===== src/mode_pkg.sv =====
// Purpose: shared constants and types for the operating mode selector
// Assumes: apb register word per offset, 8-bit mode register in the low byte
// Notes: mode code is {special_mode_n, mode_select_b, mode_select_a}
package mode_pkg;

   // register byte offsets
   localparam logic [11:0] MODE_OFS = 12'h000;
   localparam logic [11:0] STATUS_OFS = 12'h004;

   // mode register field positions
   localparam int SPECIAL_MODE_N_BIT = 7;
   localparam int MODE_SELECT_B_BIT = 6;
   localparam int MODE_SELECT_A_BIT = 5;
   localparam int ESTR_BIT = 4;
   localparam int IVIS_BIT = 3;
   localparam int EBSWAI_BIT = 2;
   localparam int EMK_BIT = 1;
   localparam int EME_BIT = 0;

   // mode register values, mode bits ored in at capture
   localparam logic [7:0] MODE_PRE_CAPTURE = 8'h00;
   localparam logic [7:0] MODE_RST_SPECIAL = 8'h1B;
   localparam logic [7:0] MODE_RST_NORMAL = 8'h10;

   // mode select code that software may never write
   localparam logic [1:0] MOD_FORBIDDEN = 2'h2;

   // status register field positions
   localparam int ST_SPECIAL_BIT = 0;
   localparam int ST_SINGLE_BIT = 1;
   localparam int ST_NARROW_BIT = 2;
   localparam int ST_WIDE_BIT = 3;
   localparam int ST_PERIPH_BIT = 4;
   localparam int ST_AB_MAP_BIT = 5;
   localparam int ST_E_MAP_BIT = 6;
   localparam int ST_K_MAP_BIT = 7;
   localparam int ST_DBG_EN_BIT = 8;
   localparam int ST_DBG_ACT_BIT = 9;

   typedef enum logic [2:0] {
      SPECIAL_SINGLE,
      SPECIAL_NARROW,
      SPECIAL_PERIPH,
      SPECIAL_WIDE,
      NORMAL_SINGLE,
      NORMAL_NARROW,
      NORMAL_RESERVED,
      NORMAL_WIDE
   } mode_t;

   // decoded configuration of the current mode
   typedef struct packed {
      mode_t mode;
      logic special;
      logic single_chip;
      logic narrow;
      logic wide;
      logic peripheral;
      logic port_a_bus;
      logic port_b_addr;
      logic port_b_data;
   } cfg_t;

endpackage


===== src/strap_sync.sv =====
// Purpose: two flip-flop synchroniser for a group of pin levels
// Assumes: pins are quasi static, no word coherence needed
// Notes: stage one feeds stage two only
module strap_sync #(
   parameter int WIDTH = 3
) (
   // clock and reset
   input wire logic clk,
   input wire logic rst_n,
   // pins and synchronised copy
   input wire logic [WIDTH-1:0] pin_in,
   output logic [WIDTH-1:0] pin_sync
);

   logic [WIDTH-1:0] meta_q;

   // two stage shift toward the clock domain
   always_ff @(posedge clk or negedge rst_n) begin
      if (!rst_n) begin
         meta_q <= '0;
         pin_sync <= '0;
      end else begin
         meta_q <= pin_in;
         pin_sync <= meta_q;
      end
   end

endmodule


===== src/mode_decode.sv =====
// Purpose: decode a 3-bit mode code into the bus configuration
// Assumes: code is {special_mode_n, mode_select_b, mode_select_a}
// Notes: purely combinational
module mode_decode (
   // mode code in
   input wire logic [2:0] code,
   // decoded configuration
   output mode_pkg::cfg_t cfg
);

   // eight codes, reserved forced to peripheral
   always_comb begin
      cfg = '0;
      case (code)
         3'h0: cfg.mode = mode_pkg::SPECIAL_SINGLE;
         3'h1: cfg.mode = mode_pkg::SPECIAL_NARROW;
         3'h2: cfg.mode = mode_pkg::SPECIAL_PERIPH;
         3'h3: cfg.mode = mode_pkg::SPECIAL_WIDE;
         3'h4: cfg.mode = mode_pkg::NORMAL_SINGLE;
         3'h5: cfg.mode = mode_pkg::NORMAL_NARROW;
         3'h6: cfg.mode = mode_pkg::NORMAL_RESERVED;
         default: cfg.mode = mode_pkg::NORMAL_WIDE;
      endcase
      cfg.special = ~code[2];
      cfg.single_chip = (code[1:0] == 2'h0);
      cfg.narrow = (code[1:0] == 2'h1);
      cfg.wide = (code[1:0] == 2'h3);
      cfg.peripheral = (code[1:0] == 2'h2);
      // bus use of ports A and B
      cfg.port_a_bus = ~cfg.single_chip;
      cfg.port_b_addr = ~cfg.single_chip;
      cfg.port_b_data = cfg.wide | cfg.peripheral;
   end

endmodule


===== src/operating_mode_select.sv =====
// Purpose: operating mode capture, mode register and map/bus configuration
// Assumes: apb slave with one answer cycle, 125 MHz clk, straps from pins
// Notes: configuration outputs follow the mode register one cycle later
//
// Added by the designer: the address map and the APB interface to the registers.
module operating_mode_select #(
   parameter int ADDR_W = 12
) (
   // clock and reset
   input wire logic clk,
   input wire logic rst_n,
   // strap pins
   input wire logic debug_strap_pin,
   input wire logic mode_select_b,
   input wire logic mode_select_a,
   // debug host commands, one-cycle pulses on clk
   input wire logic debug_enable_cmd,
   input wire logic debug_activate_cmd,
   // apb slave
   input wire logic psel,
   input wire logic penable,
   input wire logic pwrite,
   input wire logic [ADDR_W-1:0] paddr,
   input wire logic [31:0] pwdata,
   output logic [31:0] prdata,
   output logic pready,
   output logic pslverr,
   // mode and configuration
   output logic [7:0] mode_reg,
   output mode_pkg::cfg_t cfg_out,
   output logic port_ab_in_map,
   output logic port_e_in_map,
   output logic port_k_in_map,
   output logic mode_reg_in_map,
   output logic regs_protected,
   output logic background_debug_mode
);

   logic rst_meta_q;
   logic rst_sync_q;
   logic [2:0] strap_s;
   logic [7:0] mode_q, mode_d;
   logic captured_q, captured_d;
   logic [1:0] settle_q, settle_d;
   logic wr_seen_q, wr_seen_d;
   logic dbg_en_q, dbg_en_d;
   logic dbg_act_q, dbg_act_d;
   mode_pkg::cfg_t cfg_now, cfg_q;
   logic ab_map_q, ab_map_d;
   logic e_map_q, e_map_d;
   logic k_map_q, k_map_d;
   logic pready_q, pready_d;
   logic pslverr_q, pslverr_d;
   logic [31:0] prdata_q, prdata_d;
   logic [31:0] status_w;
   logic setup;
   logic access;
   logic hit_mode;
   logic hit_status;
   logic wr_mode;
   logic special;
   logic [1:0] new_mod;

   // reset release through two flip-flops
   always_ff @(posedge clk or negedge rst_n) begin
      if (!rst_n) begin
         rst_meta_q <= 1'b0;
         rst_sync_q <= 1'b0;
      end else begin
         rst_meta_q <= 1'b1;
         rst_sync_q <= rst_meta_q;
      end
   end

   strap_sync #(
      .WIDTH(3)
   ) u_strap_sync (
      .clk(clk),
      .rst_n(rst_sync_q),
      .pin_in({debug_strap_pin, mode_select_b, mode_select_a}),
      .pin_sync(strap_s)
   );

   // decode of the current mode register
   mode_decode u_mode_decode (
      .code(mode_q[mode_pkg::SPECIAL_MODE_N_BIT:mode_pkg::MODE_SELECT_A_BIT]),
      .cfg(cfg_now)
   );

   // apb phase decode
   assign setup = psel & ~penable;
   assign access = psel & penable & pready_q;
   // no mode register access in peripheral
   assign hit_mode = (paddr == ADDR_W'(mode_pkg::MODE_OFS)) & ~cfg_now.peripheral;
   assign hit_status = (paddr == ADDR_W'(mode_pkg::STATUS_OFS));
   assign wr_mode = access & pwrite & hit_mode;
   assign special = ~mode_q[mode_pkg::SPECIAL_MODE_N_BIT];
   assign new_mod = pwdata[mode_pkg::MODE_SELECT_B_BIT:mode_pkg::MODE_SELECT_A_BIT];

   // status word from block state
   always_comb begin
      status_w = '0;
      status_w[mode_pkg::ST_SPECIAL_BIT] = cfg_q.special;
      status_w[mode_pkg::ST_SINGLE_BIT] = cfg_q.single_chip;
      status_w[mode_pkg::ST_NARROW_BIT] = cfg_q.narrow;
      status_w[mode_pkg::ST_WIDE_BIT] = cfg_q.wide;
      status_w[mode_pkg::ST_PERIPH_BIT] = cfg_q.peripheral;
      status_w[mode_pkg::ST_AB_MAP_BIT] = ab_map_q;
      status_w[mode_pkg::ST_E_MAP_BIT] = e_map_q;
      status_w[mode_pkg::ST_K_MAP_BIT] = k_map_q;
      status_w[mode_pkg::ST_DBG_EN_BIT] = dbg_en_q;
      status_w[mode_pkg::ST_DBG_ACT_BIT] = dbg_act_q;
   end

   // mode register and debug state next values
   always_comb begin
      mode_d = mode_q;
      captured_d = captured_q;
      settle_d = settle_q;
      wr_seen_d = wr_seen_q;
      dbg_en_d = dbg_en_q;
      dbg_act_d = dbg_act_q;
      if (!captured_q && !settle_q[1]) begin
         // let the strap synchroniser fill after reset release
         settle_d = {settle_q[0], 1'b1};
      end else if (!captured_q) begin
         // catch the straps once after reset release
         captured_d = 1'b1;
         if (strap_s[2]) begin
            mode_d = mode_pkg::MODE_RST_NORMAL;
         end else begin
            mode_d = mode_pkg::MODE_RST_SPECIAL;
         end
         // mode bits at 7, 6 and 5
         mode_d[mode_pkg::SPECIAL_MODE_N_BIT:mode_pkg::MODE_SELECT_A_BIT] = strap_s;
         // special single chip starts in debug
         dbg_en_d = (strap_s == 3'h0);
         dbg_act_d = (strap_s == 3'h0);
      end else begin
         if (wr_mode) begin
            wr_seen_d = 1'b1;
            if (special) begin
               mode_d[mode_pkg::ESTR_BIT] = pwdata[mode_pkg::ESTR_BIT];
               if (wr_seen_q) begin
                  mode_d[mode_pkg::SPECIAL_MODE_N_BIT] = pwdata[mode_pkg::SPECIAL_MODE_N_BIT];
                  mode_d[mode_pkg::IVIS_BIT] = pwdata[mode_pkg::IVIS_BIT];
                  mode_d[mode_pkg::EMK_BIT] = pwdata[mode_pkg::EMK_BIT];
                  mode_d[mode_pkg::EME_BIT] = pwdata[mode_pkg::EME_BIT];
                  // special: any write but the first
                  if (new_mod != mode_pkg::MOD_FORBIDDEN) begin
                     mode_d[mode_pkg::MODE_SELECT_B_BIT:mode_pkg::MODE_SELECT_A_BIT] = new_mod;
                  end
               end
            end else begin
               mode_d[mode_pkg::EBSWAI_BIT] = pwdata[mode_pkg::EBSWAI_BIT];
               if (!wr_seen_q) begin
                  mode_d[mode_pkg::ESTR_BIT] = pwdata[mode_pkg::ESTR_BIT];
                  mode_d[mode_pkg::IVIS_BIT] = pwdata[mode_pkg::IVIS_BIT];
                  mode_d[mode_pkg::EMK_BIT] = pwdata[mode_pkg::EMK_BIT];
                  mode_d[mode_pkg::EME_BIT] = pwdata[mode_pkg::EME_BIT];
                  if (new_mod != mode_pkg::MOD_FORBIDDEN) begin
                     mode_d[mode_pkg::MODE_SELECT_B_BIT:mode_pkg::MODE_SELECT_A_BIT] = new_mod;
                  end
               end
            end
            // clock stretch kept on by any write made while a bus is already present
            if (!cfg_now.single_chip) begin
               mode_d[mode_pkg::ESTR_BIT] = 1'b1;
            end
         end
         if (debug_enable_cmd) begin
            dbg_en_d = 1'b1;
         end
         if (debug_activate_cmd && (dbg_en_q || debug_enable_cmd)) begin
            dbg_act_d = 1'b1;
         end
      end
   end

   always_ff @(posedge clk or negedge rst_sync_q) begin
      if (!rst_sync_q) begin
         mode_q <= mode_pkg::MODE_PRE_CAPTURE;
         captured_q <= 1'b0;
         settle_q <= 2'h0;
         wr_seen_q <= 1'b0;
         dbg_en_q <= 1'b0;
         dbg_act_q <= 1'b0;
      end else begin
         mode_q <= mode_d;
         captured_q <= captured_d;
         settle_q <= settle_d;
         wr_seen_q <= wr_seen_d;
         dbg_en_q <= dbg_en_d;
         dbg_act_q <= dbg_act_d;
      end
   end

   // memory map presence for the port registers
   always_comb begin
      // ports A and B only in single chip
      ab_map_d = cfg_now.single_chip;
      // port E out in peripheral or emulated expanded
      e_map_d = cfg_now.single_chip | (~cfg_now.peripheral & ~mode_q[mode_pkg::EME_BIT]);
      // port K out in peripheral or emulated expanded
      k_map_d = cfg_now.single_chip | (~cfg_now.peripheral & ~mode_q[mode_pkg::EMK_BIT]);
   end

   always_ff @(posedge clk or negedge rst_sync_q) begin
      if (!rst_sync_q) begin
         cfg_q <= '0;
         ab_map_q <= 1'b1;
         e_map_q <= 1'b1;
         k_map_q <= 1'b1;
      end else begin
         // single chip has no external bus
         cfg_q <= cfg_now;
         ab_map_q <= ab_map_d;
         e_map_q <= e_map_d;
         k_map_q <= k_map_d;
      end
   end

   // apb answer prepared in setup, shown in access
   always_comb begin
      pready_d = 1'b0;
      pslverr_d = 1'b0;
      prdata_d = '0;
      if (setup) begin
         pready_d = 1'b1;
         // unmapped reads give zero and an error
         if (hit_mode) begin
            prdata_d = {24'h000000, mode_q};
         end else if (hit_status) begin
            prdata_d = status_w;
            pslverr_d = pwrite;
         end else begin
            pslverr_d = 1'b1;
         end
      end
   end

   always_ff @(posedge clk or negedge rst_sync_q) begin
      if (!rst_sync_q) begin
         pready_q <= 1'b0;
         pslverr_q <= 1'b0;
         prdata_q <= '0;
      end else begin
         pready_q <= pready_d;
         pslverr_q <= pslverr_d;
         prdata_q <= prdata_d;
      end
   end

   // outputs straight from flip-flops
   assign prdata = prdata_q;
   assign pready = pready_q;
   assign pslverr = pslverr_q;
   assign mode_reg = mode_q;
   assign cfg_out = cfg_q;
   assign port_ab_in_map = ab_map_q;
   assign port_e_in_map = e_map_q;
   assign port_k_in_map = k_map_q;
   assign mode_reg_in_map = ~cfg_q.peripheral;
   assign regs_protected = ~cfg_q.special;
   assign background_debug_mode = dbg_act_q;

   // checks on capture, decode, mode writes, port maps and bus errors
   chk_strap_capture: assert property (@(posedge clk) disable iff (!rst_sync_q)
      $rose(captured_q) |-> mode_q[7:5] == $past(strap_s))
      else $error("mode bits differ from straps at capture");

   chk_periph_decode: assert property (@(posedge clk) disable iff (!rst_sync_q)
      (mode_q[5:0] != 6'h0 && mode_q[6:5] == 2'h2) |=> cfg_q.peripheral && cfg_q.port_b_data)
      else $error("peripheral or reserved code not decoded as peripheral");

   chk_single_nobus: assert property (@(posedge clk) disable iff (!rst_sync_q)
      cfg_q.single_chip |-> !cfg_q.port_a_bus && !cfg_q.port_b_addr && ab_map_q)
      else $error("single chip mode shows an external bus");

   chk_narrow_bus: assert property (@(posedge clk) disable iff (!rst_sync_q)
      cfg_q.narrow |-> cfg_q.port_a_bus && cfg_q.port_b_addr && !cfg_q.port_b_data)
      else $error("narrow mode bus use wrong");

   chk_debug_start: assert property (@(posedge clk) disable iff (!rst_sync_q)
      $rose(captured_q) |-> background_debug_mode == (mode_q[7:5] == 3'h0))
      else $error("debug state at capture wrong");

   chk_normal_lock: assert property (@(posedge clk) disable iff (!rst_sync_q)
      (wr_mode && !special && wr_seen_q) |=> mode_q[6:3] == $past(mode_q[6:3]))
      else $error("normal mode accepted a second write");

   chk_first_ignored: assert property (@(posedge clk) disable iff (!rst_sync_q)
      (wr_mode && special && !wr_seen_q) |=> mode_q[7:5] == $past(mode_q[7:5]))
      else $error("special mode took its first write");

   chk_no_periph_entry: assert property (@(posedge clk) disable iff (!rst_sync_q)
      (captured_q && $past(captured_q)) |-> (cfg_now.peripheral == $past(cfg_now.peripheral)))
      else $error("peripheral mode changed without reset");

   chk_e_map: assert property (@(posedge clk) disable iff (!rst_sync_q)
      $past(captured_q) && cfg_q.peripheral |-> !e_map_q && !k_map_q && !ab_map_q)
      else $error("port registers left in map in peripheral mode");

   chk_k_emulate: assert property (@(posedge clk) disable iff (!rst_sync_q)
      (cfg_now.wide && mode_q[mode_pkg::EMK_BIT]) |=> !k_map_q)
      else $error("port k stays in map while emulated");

   chk_unmapped_err: assert property (@(posedge clk) disable iff (!rst_sync_q)
      (setup && !hit_mode && !hit_status) |=> pready_q && pslverr_q && prdata_q == 32'h0)
      else $error("unmapped access not answered with error");

endmodule


===== config.mk =====
export PLATFORM = sky130hd
export DESIGN_NAME = operating_mode_select
export DESIGN_NICKNAME = d
export VERILOG_FILES = /design/src/mode_pkg.sv /design/src/strap_sync.sv /design/src/mode_decode.sv /design/src/operating_mode_select.sv
export SDC_FILE = /design/constraint.sdc
export NUM_CORES = 1
export LEC_CHECK = 0
export ABC_AREA = 1
export BUFFER_PORTS_ARGS = -buffer_cell sky130_fd_sc_hd__buf_2
export CAP_MARGIN = 20
export CORE_MARGIN = 2
export CORE_UTILIZATION = 44
export DETAILED_ROUTE_END_ITERATION = 8
export HOLD_SLACK_MARGIN = 0.15
export PLACE_DENSITY = 0.79
export SYNTH_ARGS = -nofsm -noshare
export SYNTH_HDL_FRONTEND = slang
export SYNTH_SLANG_ARGS = --single-unit

===== constraint.sdc =====
create_clock -name clk -period 1.9 [get_ports clk]
set_input_delay 0.19 -clock clk [delete_from_list [all_inputs] [get_ports clk]]
set_output_delay 0.19 -clock clk [all_outputs]
set_load 0.01 [all_outputs]

After elaboration in Yosys (flattened, before gate mapping)
Index checks and enable logic that the tools add are counted.
Word-level totals
  register bits: 69
  input bits: 54
  output and inout port bits: 59
  word-level logic and storage cells: 107
Cells by class
  equality and inequality tests: 18
  mux-type cells: 26
  bitwise gates (word level): 20
  reductions and logical operators: 16
Operators by type and width (count)
  10-bit two-way mux: 3
  3-bit one-hot mux with 7 select lines: 1
  8-bit two-way mux: 2
  12-bit by 3-bit == test with 1-bit output (second input constant): 1
  12-bit zero test: 1
  1-bit two-way mux: 12
  4-bit two-way mux: 3
  3-bit == test (second input constant): 3
  1-bit inverter: 9
  3-bit AND reduction: 3
  1-bit AND: 8
  2-bit two-way mux: 4
  3-bit by 2-bit == test with 1-bit output (second input constant): 2
  3-bit zero test: 2
  2-bit inequality test (second input constant): 3
  2-bit AND reduction: 3
  2-bit == test (second input constant): 2
  2-bit by 1-bit inequality test with 1-bit output (second input constant): 2
  4-bit inequality test (second input constant): 1
  4-bit AND reduction: 1
  3-bit by 1-bit == test with 1-bit output (second input constant): 1
  3-bit two-way mux: 1
  3-bit by 2-bit inequality test with 1-bit output (second input constant): 1
  3-bit inequality test (second input constant): 1
  6 further kinds: 10

Logic depth before layout (Yosys ltp)
  depth in word-level cells: 7
  mapped depth: 10
  depth with buffers taken out: 9

Hierarchy
From an unflattened synthesis, not the netlist that was laid out.
Second synthesis, totals
  cells, all modules: 222
  area, all modules: 2080.7 um2
Modules (own cells, without submodules)
  operating_mode_select: times used 1, cells an instance 202, area an instance 1874.3 um2, sequential area each 1054.8 um2
  strap_sync: times used 1, cells an instance 6, area an instance 150.1 um2, sequential area each 150.1 um2
  mode_decode: times used 1, cells an instance 14, area an instance 56.3 um2, sequential area each 0.0 um2

Least setup slack after synthesis
No wires, ideal clock.
  kind: register -> register
  start: register mode_q[6] (netlist: mode_reg[6])
  end: register mode_q[2] (netlist: mode_reg[2])
  library setup time: 117 ps
  arrival time: 1256 ps
  required time: 1783 ps
  slack: 528 ps
  stages on the path, launching flop included: 11
  path buffers: 2
  clock period less this slack: 1372 ps
  cell sequence: dfrtp_1 > buf_2 > nand2_2 > nand2_2 > nor2_8 > nand3_4 > nand2_4 > buf_6 > nand2_1 > nand2_1 > nand2_1
Between the ends
  cells in the longest elaborated chain, start to end: 6
Ends and longest elaborated chain
  start: declaration: line operating_mode_select.sv:42  | logic [7:0] mode_q, mode_d;
  start signal: assignment: line operating_mode_select.sv:182  | mode_q <= mode_pkg::MODE_PRE_CAPTURE;
  start signal: assignment: line operating_mode_select.sv:189  | mode_q <= mode_d;
  2-bit == test: line mode_decode.sv:28  | cfg.peripheral = (code[1:0] == 2'h2);
  1-bit inverter: line operating_mode_select.sv:94  | assign hit_mode = (paddr == ADDR_W'(mode_pkg::MODE_OFS)) & ~cfg_now.peripheral;
  1-bit AND: line operating_mode_select.sv:94
  1-bit AND: line operating_mode_select.sv:96  | assign wr_mode = access & pwrite & hit_mode;
  2-bit by 1-bit inequality test with 1-bit output (no source line)
  3-bit AND reduction (no source line)
Every way passes these cells.
A chain may end at the register's enable or synchronous reset.

Worst setup path in the final report
  start: register mode_q[5] (netlist: mode_reg[5])
  end: register mode_q[1] (netlist: mode_reg[1])
Between the ends
  cells in the longest elaborated chain, start to end: 6
Ends and longest elaborated chain (line)
  2-bit == test: mode_decode.sv:28
  1-bit inverter: operating_mode_select.sv:94
  1-bit AND: operating_mode_select.sv:94
  1-bit AND: operating_mode_select.sv:96
  2-bit by 1-bit inequality test with 1-bit output (no source line)
  4-bit AND reduction (no source line)
Every way passes these cells.

==> results.cfg <==
[status]
outcome = complete, no violations

[floorplanning]
die_h_um = 72.13
coreArea_mm2 = 0.004414
num_rows = 24
die_w_um = 72.13
die-area_mm2 = 0.005202
start_util_pct = 46.26
io_pins = 113

[power]
peakVddDrop_v = 0.0004041
cellPowerDensity_mw_per_mm2 = 770.7
cellLeakagePower_nw = 1.361

[place]
dpl_cell_area_mm2 = 0.002331
place_ws_ps = 347.5
dp_hpwl_mm = 3.050
place.gp.congestion = 0.8211
dp.cells = 332
io_buffers = 66

[route]
met2_length_mm = 1.889
routed.top_layer = met4
ant_nets = 0
vias = 1555
post_drt_wl_per_cell_um = 11.26
first_pass_iters = 4
remaining_drc_errors = 0
wl_met3_um = 267
drtIter0Drc = 67
met1Wirelength_mm = 1.656
vias_per_cell = 4.507
wirelength_mm = 3.883

[sta]
fin_crit_sh_pct = 81.40
setup_violations = 0
drv_slew = 0
rsz0062_at_grt = no
hold_violations = 0
max_slew.worst_pin.slew_ps = 642.9
fmax_mhz = 646.6
tns_ps = 0
slew_headroom_pct = 57.14
fin_crit_ps = 1547
fin_skew_ps = 3.974
layout_setup_ws_ps = 353.4

[clock_tree]
numClockSinks = 47
cts_resized = 0
path_clk_slew_ps = 80
clockRootBuffer = clkbuf_8
clkLatencyLatePin_ps = 290
cts_tree = done
cts_max_level = 2
clk_path_buf_depth = 2
cts_buffers = 5

[yosys]
syn_inst = 220
synthArstFlopShare_pct = 100.0
syn_area_mm2 = 0.002042
synth.most_common_cell = nand2_1
synth_top_area_share_pct = 53.92
yosysUniqueCellTypes = 22
synth_common_cells = nand2_1 (47), dfrtp_1 (44), buf_4 (23), inv_1 (22), o21ai_0 (16)
avgSynthCellArea_um2 = 9.282
synth_edf_count = 0
yosys_warnings = 0
synth-seq-area-share_pct = 57.78
synth_top_cell_by_area = dfrtp_1
synth_area_leaders = dfrtp_1 (54%), nand2_1 (8.6%), buf_4 (8.5%)
yosys_register_bits = 47
ys.flop_type = dfrtp_1

[global_routing]
track_usage_pct = 16.06
grt_max_degree = 32
antenna_found_initial = 0
grt_pass1_wl_mm = 6.417
gr-total-overflow = 0
grt_pass1_vias = 1433

[final_layout]
fin_area_mm2 = 0.002494
stdcell_count = 345
synthToLayoutAreaGrowth_pct = 22.12
final_nets = 347
final_core_util_pct = 56.49
num_antenna_cells = 0
drive_gt1_share_pct = 30.38

[setup_path]
reg2reg_depth = 9
cp.arrival_ps = 1730
cp_max_fo = 12
worst_setup_path_end_kind = register
critPathLaunchType = register
required_ps = 2080
critPathKind = reg2reg

[run]
drv_cap = 0

[min_path]
hold_class = in2reg
whs_path_depth = 3
==> placed cells by master (no fill, tap or decap), drive strengths merged <==
cell         count
buf             69
nand2           51
dfrtp           44
inv             25
conb            23
nor2            17
o21ai           16
a21oi           13
nand3           13
dlygate4sd3      6
clkbuf           6
nor3             3
dfstp            3
nand4            2
o21a             1
bufinv           1
==> worst max-delay path: stages, from the launching register on <==
cell and delay [ps]:
dfrtp_1 520, inv_2 100, nand2_2 90, nand2_2 80, nor2_8 150, nand3_4 110, nand2_4 140, nand2_1 120
nand2_1 90, nand2_1 50
==> cell families (layout without fill, tap and decap cells) <==
kind of cell,after synthesis,in the layout,share of synthesized area [%]
simple gates,86,86,19.55
buf+inv,55,107,14.83
flops,47,47,57.78
compound gates,30,30,7.476
other cells,2,23,0.3678
==> report_power, final <==
group | switching (W) | total, W | internal [W]
clock network | 0.000303 | 0.000688 | 0.000386
registers | 0.0000313 | 0.00107 | 0.00104
logic | 0.0000987 | 0.000167 | 0.0000685
total | 0.000433 | 0.00192 | 0.00149
==> final cells by class <==
type	instances	area, um2
clock buffer	6	72.57
clock inverter	1	30.03
fill	400	1921
inverter	25	93.84
multi-input combinational	139	638.1
sequential	47	1181
tap	52	65.06
timing repair buffer	75	412.9
==> final timing paths <==
check	slack (ps)	from	to
max in group asynchronous	1040	rst_sync_q	cfg_out[4]
min in group asynchronous	210	rst_n	rst_sync_q
max reg2reg	350	mode_reg[5]	mode_reg[1]
min reg2reg	290	rst_sync_q	settle_q[1]
max	350	mode_reg[5]	mode_reg[1]
min	200	psel	pready
==> stage by stage <==
step	hold slack (ps)	power, W
global route	200.1	0.002006
finish	202.0	0.001922
CTS	194.5	0.001936
floorplan	-105.6	0.001202
global placement	-24.78	0.001241
detailed placement	-24.34	0.001246
==> per-layer routing <==
layer  GRT usage (%)  vias up
met5               0        -
met4           5.241        0
met1           19.87      708
met2           26.50       60
li1                -      780
met3           5.417        7
==> what timing repair did <==
action,in CTS,in global routing
endpoints found under the hold margin,7,0
setup buffers,0,0
hold buffers,6,0
(Power assumes the default switching activity.)
